[config.mk]
export PLATFORM = sky130hd
export DESIGN_NAME = serial_motor_command_decoder
export DESIGN_NICKNAME = d
export VERILOG_FILES = /design/src/logic/motor_cmd_pkg.sv /design/src/logic/var_byte_sel.sv /design/src/logic/serial_motor_command_decoder.sv
export SDC_FILE = /design/constraint.sdc
export NUM_CORES = 1
export LEC_CHECK = 0
export BUFFER_PORTS_ARGS = -buffer_cell sky130_fd_sc_hd__buf_2
export CORE_MARGIN = 2
export CORE_UTILIZATION = 40
export CTS_CLUSTER_DIAMETER = 30
export DETAILED_ROUTE_END_ITERATION = 8
export GPL_TIMING_DRIVEN = 0
export PLACE_DENSITY = 0.65
export SLEW_MARGIN = 20
export SYNTH_ARGS = -nofsm -noshare
export SYNTH_HDL_FRONTEND = slang
export SYNTH_SLANG_ARGS = --single-unit
[constraint.sdc]
create_clock -name mclk -period 19.4 [get_ports mclk]
set_clock_uncertainty 0.15 [all_clocks]
set_input_delay 1.94 -clock mclk [delete_from_list [all_inputs] [get_ports mclk]]
set_output_delay 1.94 -clock mclk [all_outputs]
set_load 0.05 [all_outputs]
[src/logic/motor_cmd_pkg.sv]
// Shared constants and carrier types for the serial motor command decoder.
package motor_cmd_pkg;

    // Command byte marker and command codes.
    localparam logic [7:0] CMD_FLAG_MASK   = 8'h80;
    localparam logic [7:0] CMD_TGT_HI_BASE = 8'hc0;
    localparam logic [7:0] CMD_TGT_HI_LAST = 8'hdf;
    localparam logic [7:0] CMD_TGT_REV     = 8'he0;
    localparam logic [7:0] CMD_TGT_FWD     = 8'he1;
    localparam logic [7:0] CMD_FORCE_TGT   = 8'hf2;
    localparam logic [7:0] CMD_FORCE_DUTY  = 8'hf4;
    localparam logic [7:0] CMD_GET_BLOCK   = 8'he5;
    localparam logic [7:0] CMD_RD1_BASE    = 8'h81;
    localparam logic [7:0] CMD_RD1_LAST    = 8'h9a;
    localparam logic [7:0] CMD_RD2_BASE    = 8'ha1;
    localparam logic [7:0] CMD_RD2_LAST    = 8'hba;
    localparam logic [7:0] CMD_RD_HALTING  = 8'hb3;
    localparam logic [7:0] CMD_RD_OCCURRED = 8'hb5;
    localparam logic [7:0] CMD_RD_CHOP     = 8'hec;

    // Variable image: bytes 0 to 25 follow the one-byte read pattern.
    localparam int         VAR_BYTES   = 27;
    localparam logic [7:0] VAR_CHOP_IDX = 8'h1a;

    // Target arithmetic.
    localparam logic [11:0] TGT_MID    = 12'h800;
    localparam logic [16:0] OL_SPAN    = 17'h00258;
    localparam logic [16:0] MAG_MAX    = 17'h0007f;
    localparam logic [3:0]  FB_SHIFT   = 4'h0;

    // Feedback mode codes.
    localparam logic [1:0] FB_NONE   = 2'h0;
    localparam logic [1:0] FB_ANALOG = 2'h1;
    localparam logic [1:0] FB_FREQ   = 2'h2;

    // Side effect applied after a read response.
    localparam logic [1:0] CLR_NONE = 2'h0;
    localparam logic [1:0] CLR_HALT = 2'h1;
    localparam logic [1:0] CLR_OCC  = 2'h2;
    localparam logic [1:0] CLR_CHOP = 2'h3;

    // Reset values.
    localparam logic [11:0] TGT_RESET  = 12'h800;
    localparam logic [13:0] DUTY_RESET = 14'h0000;

    typedef enum logic [1:0] {
        ST_IDLE,
        ST_DATA,
        ST_SEND
    } dec_state_t;

    // Commands handed to the control core.
    typedef struct packed {
        logic [11:0] target;
        logic        target_set;
        logic        stop_motor;
        logic [13:0] duty;
        logic        force_target;
        logic        force_duty;
        logic        clr_halting;
        logic        clr_occurred;
        logic        clr_chop;
    } core_cmd_t;

    // Byte stream towards the host.
    typedef struct packed {
        logic       rx_ready;
        logic       tx_valid;
        logic [7:0] tx_data;
    } byte_link_t;

    typedef struct packed {
        dec_state_t st;
        logic [7:0] cmd;
        logic [1:0] got;
        logic [6:0] d0;
        logic [7:0] idx;
        logic [4:0] left;
        logic [1:0] clr;
        core_cmd_t  core;
        byte_link_t link;
    } dec_regs_t;

endpackage

[src/logic/var_byte_sel.sv]
// Byte picker over the variable image, zero past its end.
`timescale 1ns/100ps
module var_byte_sel (
    input  wire logic [motor_cmd_pkg::VAR_BYTES*8-1:0] image,
    input  wire logic [7:0]                            idx,
    output logic      [7:0]                            byte_out
);

    // Reads beyond the image return zero so a long block read is harmless.
    always_comb begin
        byte_out = 8'h00;
        for (int i = 0; i < motor_cmd_pkg::VAR_BYTES; i++) begin
            if (idx == 8'(i)) begin
                byte_out = image[i*8 +: 8];
            end
        end
    end

endmodule

[src/logic/serial_motor_command_decoder.sv]
// Compact serial command decoder feeding targets and variable reads.
`timescale 1ns/100ps

// What this block does
// Top bit set starts a new command.
// Command 0xC0 plus low five, seven high.
// Zero low bits give target 32 times data.
// Forward, analog or frequency: 2048 plus 16m.
// Forward open loop: 2048 plus 600m/127.
// Open loop: 127 full speed, 0 stops.
// Reverse 0xE0 subtracts the scaled magnitude.
// Reverse with zero magnitude means stop motor.
// 0xF2 carries signed 14-bit duty cycle.
// Low seven first, sign in bit six.
// 0xF4 uses the same duty encoding.
// 0xE5 block read has no side effects.
// Host keeps block read length 1 to 15.
// Variables go out low byte first.
// 0xA1 plus offset two, 0x81 one.
// 0xB3 returns and clears halting flags.
// 0xB5 returns and clears occurred flags.
// 0xEC returns and clears chopping count.
// Single-byte variables return exactly one byte.
// New command byte discards unfinished command.
// Offset pattern wins over table oddities.
module serial_motor_command_decoder (
    input  wire logic                                  mclk,
    input  wire logic                                  resetn,
    input  wire logic                                  rx_valid,
    input  wire logic [7:0]                            rx_data,
    output logic                                       rx_ready,
    output logic                                       tx_valid,
    output logic      [7:0]                            tx_data,
    input  wire logic                                  tx_ready,
    input  wire logic [1:0]                            fb_mode,
    input  wire logic [motor_cmd_pkg::VAR_BYTES*8-1:0] var_image,
    output logic      [11:0]                           target,
    output logic                                       target_set,
    output logic                                       stop_motor,
    output logic      [13:0]                           duty,
    output logic                                       force_target,
    output logic                                       force_duty,
    output logic                                       clr_halting,
    output logic                                       clr_occurred,
    output logic                                       clr_chop
);

    // Number of data bytes that follow a command byte.
    function automatic logic [1:0] data_len(input logic [7:0] c);
        logic [1:0] n;
        n = 2'h0;
        if (c >= motor_cmd_pkg::CMD_TGT_HI_BASE &&
            c <= motor_cmd_pkg::CMD_TGT_HI_LAST) begin
            n = 2'h1;
        end
        if (c == motor_cmd_pkg::CMD_TGT_REV ||
            c == motor_cmd_pkg::CMD_TGT_FWD) begin
            n = 2'h1;
        end
        if (c == motor_cmd_pkg::CMD_FORCE_TGT ||
            c == motor_cmd_pkg::CMD_FORCE_DUTY ||
            c == motor_cmd_pkg::CMD_GET_BLOCK) begin
            n = 2'h2;
        end
        return n;
    endfunction

    // Scaled low-resolution magnitude; the division truncates, which
    // keeps 127 at exactly full scale and 0 at exactly zero.
    function automatic logic [11:0] lowres_scale(input logic [6:0] m,
                                                 input logic [1:0] mode);
        logic [16:0] p;
        p = 17'(m) * motor_cmd_pkg::OL_SPAN;
        if (mode == motor_cmd_pkg::FB_NONE) begin
            return 12'(p / motor_cmd_pkg::MAG_MAX);
        end
        return {1'b0, m, motor_cmd_pkg::FB_SHIFT};
    endfunction

    motor_cmd_pkg::dec_regs_t s_r;
    motor_cmd_pkg::dec_regs_t s_nxt;
    logic [7:0]               sel_byte;

    var_byte_sel u_sel (
        .image    (var_image),
        .idx      (s_r.idx),
        .byte_out (sel_byte)
    );

    // Next-state logic: byte collection, execution and response streaming.
    always_comb begin
        logic [6:0]  d0;
        logic [6:0]  d1;
        logic [11:0] sc;
        logic        take;
        d0    = s_r.d0;
        d1    = rx_data[6:0];
        sc    = 12'h000;
        take  = rx_valid && s_r.link.rx_ready;
        s_nxt = s_r;
        s_nxt.core.target_set   = 1'b0;
        s_nxt.core.stop_motor   = 1'b0;
        s_nxt.core.force_target = 1'b0;
        s_nxt.core.force_duty   = 1'b0;
        s_nxt.core.clr_halting  = 1'b0;
        s_nxt.core.clr_occurred = 1'b0;
        s_nxt.core.clr_chop     = 1'b0;
        case (s_r.st)
            motor_cmd_pkg::ST_IDLE,
            motor_cmd_pkg::ST_DATA: begin
                if (take && (rx_data & motor_cmd_pkg::CMD_FLAG_MASK) != 8'h00)
                begin
                    // A command byte always restarts decoding.
                    s_nxt.cmd = rx_data;
                    s_nxt.got = 2'h0;
                    s_nxt.st  = motor_cmd_pkg::ST_IDLE;
                    s_nxt.clr = motor_cmd_pkg::CLR_NONE;
                    if (data_len(rx_data) != 2'h0) begin
                        s_nxt.st = motor_cmd_pkg::ST_DATA;
                    end else if (rx_data >= motor_cmd_pkg::CMD_RD1_BASE &&
                                 rx_data <= motor_cmd_pkg::CMD_RD1_LAST) begin
                        s_nxt.idx  = rx_data - motor_cmd_pkg::CMD_RD1_BASE;
                        s_nxt.left = 5'h01;
                        s_nxt.st   = motor_cmd_pkg::ST_SEND;
                    end else if (rx_data >= motor_cmd_pkg::CMD_RD2_BASE &&
                                 rx_data <= motor_cmd_pkg::CMD_RD2_LAST) begin
                        s_nxt.idx  = rx_data - motor_cmd_pkg::CMD_RD2_BASE;
                        s_nxt.left = 5'h02;
                        s_nxt.st   = motor_cmd_pkg::ST_SEND;
                        if (rx_data == motor_cmd_pkg::CMD_RD_HALTING) begin
                            s_nxt.clr = motor_cmd_pkg::CLR_HALT;
                        end
                        if (rx_data == motor_cmd_pkg::CMD_RD_OCCURRED) begin
                            s_nxt.clr = motor_cmd_pkg::CLR_OCC;
                        end
                    end else if (rx_data == motor_cmd_pkg::CMD_RD_CHOP) begin
                        s_nxt.idx  = motor_cmd_pkg::VAR_CHOP_IDX;
                        s_nxt.left = 5'h01;
                        s_nxt.clr  = motor_cmd_pkg::CLR_CHOP;
                        s_nxt.st   = motor_cmd_pkg::ST_SEND;
                    end
                end else if (take && s_r.st == motor_cmd_pkg::ST_DATA) begin
                    // Data bytes carry seven bits only.
                    if (s_r.got == 2'h0) begin
                        d0 = rx_data[6:0];
                    end
                    s_nxt.d0  = d0;
                    s_nxt.got = s_r.got + 2'h1;
                    if (s_r.got + 2'h1 == data_len(s_r.cmd)) begin
                        s_nxt.st = motor_cmd_pkg::ST_IDLE;
                        sc = lowres_scale(d0, fb_mode);
                        if (s_r.cmd >= motor_cmd_pkg::CMD_TGT_HI_BASE &&
                            s_r.cmd <= motor_cmd_pkg::CMD_TGT_HI_LAST) begin
                            // Low five bits from the command.
                            s_nxt.core.target     = {d0, s_r.cmd[4:0]};
                            s_nxt.core.target_set = 1'b1;
                        end
                        if (s_r.cmd == motor_cmd_pkg::CMD_TGT_FWD) begin
                            s_nxt.core.target =
                                motor_cmd_pkg::TGT_MID + sc;
                            s_nxt.core.target_set = 1'b1;
                        end
                        if (s_r.cmd == motor_cmd_pkg::CMD_TGT_REV) begin
                            if (d0 == 7'h00) begin
                                s_nxt.core.stop_motor = 1'b1;
                            end else begin
                                s_nxt.core.target =
                                    motor_cmd_pkg::TGT_MID - sc;
                                s_nxt.core.target_set = 1'b1;
                            end
                        end
                        if (s_r.cmd == motor_cmd_pkg::CMD_FORCE_TGT) begin
                            s_nxt.core.duty = {d1, d0};
                            s_nxt.core.force_target = 1'b1;
                        end
                        if (s_r.cmd == motor_cmd_pkg::CMD_FORCE_DUTY) begin
                            s_nxt.core.duty       = {d1, d0};
                            s_nxt.core.force_duty = 1'b1;
                        end
                        if (s_r.cmd == motor_cmd_pkg::CMD_GET_BLOCK) begin
                            // No clear follows a block read.
                            s_nxt.idx  = {1'b0, d0};
                            s_nxt.left = {1'b0, d1[3:0]};
                            s_nxt.clr  = motor_cmd_pkg::CLR_NONE;
                            s_nxt.st   = motor_cmd_pkg::ST_SEND;
                        end
                    end
                end
            end
            motor_cmd_pkg::ST_SEND: begin
                // The output slot reloads only once the host took the byte.
                if (!s_r.link.tx_valid || tx_ready) begin
                    if (s_r.left != 5'h00) begin
                        s_nxt.link.tx_data  = sel_byte;
                        s_nxt.link.tx_valid = 1'b1;
                        s_nxt.idx  = s_r.idx + 8'h01;
                        s_nxt.left = s_r.left - 5'h01;
                    end else begin
                        // Clear only after the last byte left the block.
                        s_nxt.link.tx_valid = 1'b0;
                        s_nxt.st = motor_cmd_pkg::ST_IDLE;
                        s_nxt.core.clr_halting =
                            s_r.clr == motor_cmd_pkg::CLR_HALT;
                        s_nxt.core.clr_occurred =
                            s_r.clr == motor_cmd_pkg::CLR_OCC;
                        s_nxt.core.clr_chop =
                            s_r.clr == motor_cmd_pkg::CLR_CHOP;
                    end
                end
            end
            default: begin
                s_nxt.st = motor_cmd_pkg::ST_IDLE;
            end
        endcase
        // Input is held off while a response is streaming out.
        s_nxt.link.rx_ready = s_nxt.st != motor_cmd_pkg::ST_SEND;
    end

    // State register.
    always_ff @(posedge mclk or negedge resetn) begin
        if (!resetn) begin
            s_r           <= '0;
            s_r.st        <= motor_cmd_pkg::ST_IDLE;
            s_r.core.target <= motor_cmd_pkg::TGT_RESET;
            s_r.core.duty <= motor_cmd_pkg::DUTY_RESET;
            s_r.link.rx_ready <= 1'b1;
        end else begin
            s_r <= s_nxt;
        end
    end

    // Every output is a field of the state register.
    assign rx_ready     = s_r.link.rx_ready;
    assign tx_valid     = s_r.link.tx_valid;
    assign tx_data      = s_r.link.tx_data;
    assign target       = s_r.core.target;
    assign target_set   = s_r.core.target_set;
    assign stop_motor   = s_r.core.stop_motor;
    assign duty         = s_r.core.duty;
    assign force_target = s_r.core.force_target;
    assign force_duty   = s_r.core.force_duty;
    assign clr_halting  = s_r.core.clr_halting;
    assign clr_occurred = s_r.core.clr_occurred;
    assign clr_chop     = s_r.core.clr_chop;

endmodule

# ---- Yosys cells after proc, flatten, opt, wreduce, memory -nomap -nowiden
# Index checks and enable logic that the tools add are counted.
dict set report word_totals {
  register_bits 77
  latch_bits 0
  ramBits 0
  mem_bits_ro 0
  in_bits 230
  output_inout_bits 43
  wordCells 220
  n_memories 0
}
dict set report classes {
  addsub 7
  multipliers 1
  div 1
  order_cmp 8
  eq_ne 53
  n_shift 0
  mux 93
  bitwise 1
  n_reduce_logical 37
}
# op n
set ops {}
lappend ops {{8-bit two-way mux} 27}
lappend ops {{8-bit equality test (second input constant)} 13}
lappend ops {{15-bit two-way mux} 6}
lappend ops {{8-bit by 5-bit equality test with 1-bit output (second input constant)} 11}
lappend ops {{13-bit two-way mux} 6}
lappend ops {{12-bit two-way mux} 6}
lappend ops {{8-bit by 4-bit equality test with 1-bit output (second input constant)} 8}
lappend ops {{54-bit two-way mux} 1}
lappend ops {{45-bit two-way mux} 1}
lappend ops {{2-bit two-way mux} 22}
lappend ops {{18-bit two-way mux} 2}
lappend ops {{8-bit by 3-bit equality test with 1-bit output (second input constant)} 4}
lappend ops {{8-bit >= comparator (second input constant)} 4}
lappend ops {{8-bit <= comparator (second input constant)} 4}
lappend ops {{14-bit two-way mux} 2}
lappend ops {{7-bit two-way mux} 4}
lappend ops {{13-bit case mux with 2 select lines} 1}
lappend ops {{17-bit by 7-bit divider with 17-bit output (second input constant)} 1}
lappend ops {{8-bit by 2-bit equality test with 1-bit output (second input constant)} 2}
lappend ops {{8-bit subtractor (second input constant)} 2}
lappend ops {{7-bit by 7-bit multiplier with 14-bit output (second input constant)} 1}
lappend ops {{12-bit adder (first input constant)} 1}
lappend ops {{3-bit inequality test (second input constant)} 4}
lappend ops {{2-bit nonzero test} 6}
lappend ops {{other kinds (27)} 62}

# ---- Longest topological paths before layout
dict set report logic_depth {
  depth_word 28
  mapped_depth 49
  ltp_nobuf 44
}

# ---- By module
# A second synthesis with hierarchy kept.
dict set report hier_totals {
  cells_unflattened 1401
  hier_area_um2 10570.1
}
# mod instances cells_per_inst area_each_um2 seq_area_each_um2
set by_module_without_submodules {}
lappend by_module_without_submodules {serial_motor_command_decoder 1 991 7975.1 1929.4}
lappend by_module_without_submodules {var_byte_sel 1 410 2595.0 0.0}

# ---- Worst setup path before layout
# Ideal clock, no wire load.
dict set report synth_timing {
  kind {input to register}
  from {in rx_data[3]}
  to {reg target[4] (netlist name)}
  setup_ps 83
  t_arrival_ps 10973
  slack_ps 8194
  cell_stages 44
  n_path_buf 3
  cell_sequence {clkbuf_1 mux2i_1 inv_1 ha_1 ha_1 ha_1 inv_1 fa_1 inv_1 ha_1 buf_4 a21oi_1 o21a_2 a2bb2oi_2 o211ai_2 o41a_1 and3_1 o21a_1 [... 8 more ...] nand3_1 or3b_4 a21oi_4 nand2_1 mux2_2 ha_1 nand2_1 xor2_1 ha_1 xnor2_1 a32o_1 a31o_1 ha_1 nand2b_1 o21bai_1 xnor2_1 mux2i_1 o21ai_0}
}
dict set report synth_via {
  elab_chain_cells 16
  word_cells_on_any_way 18
  cone_classes {add/sub (2); mul (1); div (1); mux (13); reduce/logical (1)}
}
# element line
set synth_rtl {}
lappend synth_rtl {{start: declaration} serial_motor_command_decoder.sv:30} ;# input wire logic [7:0] rx_data,
lappend synth_rtl {{7-bit two-way mux (*)} serial_motor_command_decoder.sv:144} ;# if (s_r.got == 2'h0) begin
lappend synth_rtl {{7-bit two-way mux (*)} serial_motor_command_decoder.sv:142} ;# end else if (take && s_r.st == motor_cmd_pkg::ST_DATA) begin
lappend synth_rtl {{7-bit two-way mux (*)} serial_motor_command_decoder.sv:111} ;# if (take && (rx_data & motor_cmd_pkg::CMD_FLAG_MASK) != 8'h00)
lappend synth_rtl {{7-bit two-way mux (*)} serial_motor_command_decoder.sv:108} ;# case (s_r.st)
lappend synth_rtl {{7-bit by 7-bit multiplier with 14-bit output} serial_motor_command_decoder.sv:73} ;# p = 17'(m) * motor_cmd_pkg::OL_SPAN;
lappend synth_rtl {{17-bit by 7-bit divider with 17-bit output} serial_motor_command_decoder.sv:75} ;# return 12'(p / motor_cmd_pkg::MAG_MAX);
lappend synth_rtl {{12-bit two-way mux} serial_motor_command_decoder.sv:74} ;# if (mode == motor_cmd_pkg::FB_NONE) begin
lappend synth_rtl {{12-bit two-way mux} serial_motor_command_decoder.sv:77} ;# return {1'b0, m, motor_cmd_pkg::FB_SHIFT};
lappend synth_rtl {{12-bit two-way mux} serial_motor_command_decoder.sv:149} ;# if (s_r.got + 2'h1 == data_len(s_r.cmd)) begin
lappend synth_rtl {{12-bit two-way mux} serial_motor_command_decoder.sv:142}
lappend synth_rtl {{12-bit two-way mux} serial_motor_command_decoder.sv:111}
lappend synth_rtl {{12-bit two-way mux} serial_motor_command_decoder.sv:108}
lappend synth_rtl {{12-bit adder} serial_motor_command_decoder.sv:160} ;# motor_cmd_pkg::TGT_MID + sc;
lappend synth_rtl {{13-bit two-way mux} serial_motor_command_decoder.sv:158} ;# if (s_r.cmd == motor_cmd_pkg::CMD_TGT_FWD) begin
lappend synth_rtl {{13-bit two-way mux} serial_motor_command_decoder.sv:164} ;# if (d0 == 7'h00) begin
lappend synth_rtl {{14-bit two-way mux (*)} serial_motor_command_decoder.sv:163} ;# if (s_r.cmd == motor_cmd_pkg::CMD_TGT_REV) begin
# Mark *: on every way between the ends. The rest lies on a longest branch, timed or not. The select of a mux whose other input is x is not followed.
# A chain may end at the register's enable or synchronous reset.

# ---- Final worst setup path
dict set report layout_timing {
  from {in rx_data[0]}
  to {reg target[4] (netlist name)}
}
dict set report layout_via {
  elab_chain_cells 16
  word_cells_on_any_way 18
  cone_classes {add/sub (2); mul (1); div (1); mux (13); reduce/logical (1)}
}
# element line
set layout_rtl {}
lappend layout_rtl {{7-bit two-way mux (*)} serial_motor_command_decoder.sv:144}
lappend layout_rtl {{7-bit two-way mux (*)} serial_motor_command_decoder.sv:142}
lappend layout_rtl {{7-bit two-way mux (*)} serial_motor_command_decoder.sv:111}
lappend layout_rtl {{7-bit two-way mux (*)} serial_motor_command_decoder.sv:108}
lappend layout_rtl {{7-bit by 7-bit multiplier with 14-bit output} serial_motor_command_decoder.sv:73}
lappend layout_rtl {{17-bit by 7-bit divider with 17-bit output} serial_motor_command_decoder.sv:75}
lappend layout_rtl {{12-bit two-way mux} serial_motor_command_decoder.sv:74}
lappend layout_rtl {{12-bit two-way mux} serial_motor_command_decoder.sv:77}
lappend layout_rtl {{12-bit two-way mux} serial_motor_command_decoder.sv:149}
lappend layout_rtl {{12-bit two-way mux} serial_motor_command_decoder.sv:142}
lappend layout_rtl {{12-bit two-way mux} serial_motor_command_decoder.sv:111}
lappend layout_rtl {{12-bit two-way mux} serial_motor_command_decoder.sv:108}
lappend layout_rtl {{12-bit adder} serial_motor_command_decoder.sv:160}
lappend layout_rtl {{13-bit two-way mux} serial_motor_command_decoder.sv:158}
lappend layout_rtl {{13-bit two-way mux} serial_motor_command_decoder.sv:164}
lappend layout_rtl {{14-bit two-way mux (*)} serial_motor_command_decoder.sv:163}
# Marked as above.

==> run metrics <==
run status completed; post-cts resize count 0; Starting Density 40.3%; DR vias 10600; Syn Inst Count ~1200; TritonCTS clock tree built; H-tree levels 3; Synth Register Bits between 70 and 80; critical path launch point type input pin; leading post-synthesis cells by instance count 139 x nor2_1, 117 x nand2_1, 86 x a21oi_1; RR Endpoint target[4]; pin count of the biggest net entering global routing 49; Max Cap Violations 0; PortBufs 270; Total Wirelength ~34 mm; worst-case clock buffer depth 2; global routing met1 resource utilization 34.2%; CP most frequent cell ha_1; vias per cell 5.77; FMAX 76.5 MHz; Synthesized Nets 1524; Total GRT Usage 25.9%; Cell Rows 56; Final HPWL DP ~27 mm; top post-synthesis cells by area dfrtp_1 20%, ha_1 6.7%, nor2_1 5.6%, nand2_1 4.7%, a21oi_1 4.6%; hold_buf cts 0; Final min period about 13000 ps; YS warnings 0; die height 157 microns; Top Usage Layer GRT met2; CP max FO 10; Hold Path End s_r[65]; Post-synth EDFFs 0; Slew Limit Fails 0; initial antenna violation count 2; total gr overflow 0; setup bufs post-CTS 0; full die area 24700 sq um; Setup TNS Final 0 ps; CTS buffer count 9; CP max-delay cell mux2i_1; routed length per placed instance 18.3 microns; vias in the first global route about 9600; register area share after synthesis 20.6%; most common cell in the netlist nor2_1; setup slack, reg-to-reg 7150 ps; Initial DRT Pass Iterations 5; RSZ-0062 raised after global routing false; worst min-delay path category reg -> reg; I/O Pins 273; synthesized area approximately 9400 sq um; Setup violations, final 0; FF+latch area 1930 sq um; Synth cell types 102; global-route wire length before repair just over 50 mm; worst r2r src s_r[65]; Synth Flop Type dfrtp_1; clk_lat worst skew about 360 ps; area grow syn2layout 22.6%; GP Congestion 0.930; share of cells above drive strength 1 between 20% and 30%; clock root buffer clkbuf_16; CP peak stage delay ~800 ps; GRT met3 Usage 4.74%; core area 23300 sq um; Tcrit/Tclk final 67.4%; Routed Antenna Nets 0; Worst-Margin Slew 1080 ps; clock slew at reported path FFs 70 ps; number of DRC markers in iteration 0 892; fill count 2359; Layout Nets 1806; cell count of the worst reg-to-reg path between 40 and 50; Worst setup EP type register; Hold Startpoint s_r[65]; Worst Hold Depth 1; clk sinks 77; remaining routing DRC violations 0; critical path data arrival time 13160 ps; GR Util met2 43.1%; Fin. Hold Viols 0; area occupied by multi-input gates 6820 sq um; fraction of registers with async set/reset 100%; worst path required time 19480 ps; Crit Path Category in -> reg; Synth top area share 20.0%; Die X-Extent 157 microns; Synth Area per Inst around 7.6 sq um; Slew headroom 27.7%; Synth area leader dfrtp_1
==> state kept, by name, indices dropped and copies added, names as in the netlist, 8 cells and up <==
signal / cells
s_r: 34
duty: 14
target: 12
tx_data: 8
==> worst max-delay path, delay by kind of cell <==
family	cells	cell delay, ps
adders and majority gates	7	2080
and+or+nand+nor	7	1850
muxes	3	1270
xor gates and xnor gates	2	330
AOI/OAI and AO/OA	18	4460
buffers and inverters	7	1200
==> cell type report <==
type,count,share of cell area [%]
Timing Repair Buffer,271,12.0
Tap cell,319,3.47
Clock buffer,9,1.96
Buffer,92,4.24
Multi-Input combinational cell,1026,59.3
Sequential cell,77,16.8
Inverter,44,1.44
Antenna cell,1,0.0218
Clock inverter,7,0.751
==> per-layer routing <==
layer / up-vias / wire [microns]
met5: - / 0
met4: 0 / 835
met3: 50 / 2290
met2: 414 / 16000
met1: 4982 / 14700
li1: 5201 / -
==> cells by family after synthesis <==
| group | share of synthesized area [%] |
|---|---|
| multiplexers | 5.45 |
| adder cells (fa/ha/maj) | 7.85 |
| buffers and inverters | 6.95 |
| flip-flops | 20.6 |
| XOR/XNOR | 3.27 |
| AND/OR/NAND/NOR | 23.3 |
| AO/OA/AOI/OAI | 32.6 |
==> through the flow <==
| stage | hold WS [ps] | area, sq um | utilization, % | instances | setup slack (ps) |
|---|---|---|---|---|---|
| 3_3_place_gp | 306 | 11100 | 47.8 | 1828 | 6160 |
| 2_1_floorplan | 277 | 9370 | - | 1239 | 8190 |
| 4_1_cts | 329 | 11500 | 49.3 | 1845 | 6410 |
| 6_report | 322 | 11500 | 49.4 | 1846 | 6320 |
| 3_5_place_dp | 320 | 11200 | 48.0 | 1829 | 6070 |
| 5_1_grt | 352 | 11500 | 49.4 | 1846 | 5540 |
==> worst max-delay path by stage <==
stage,to,cells past startpoint,startpoint,slack [ps]
2_1_floorplan,target[4],44,rx_data[3],8190
3_3_place_gp,target[4],44,rx_data[0],6160
3_5_place_dp,target[4],44,rx_data[0],6070
4_1_cts,target[4],44,rx_data[0],6410
5_1_grt,target[4],44,rx_data[0],5540
6_report,target[4],44,rx_data[0],6320
==> layout by cell type (no fill, tap or decap), types with 12 or more instances in the layout <==
cell type and count:
clkbuf_1 50, nor3_1 32, mux2_2 16, ha_1 50
a22oi_1 41, nor2_1 139, mux2i_1 33, a31oi_1 25
o211ai_1 29, a211oi_1 18, nand3_1 48, a21oi_1 86
dfrtp_1 75, inv_1 43, o22ai_1 21, buf_4 37
and2_1 12, and3_1 12, xnor2_1 22, nand2_1 117
o21ai_0 71, buf_2 274
Power is left out: the tool's default activity adds up to more than one toggle a clock period on the data nets, which glitch-free logic cannot reach.
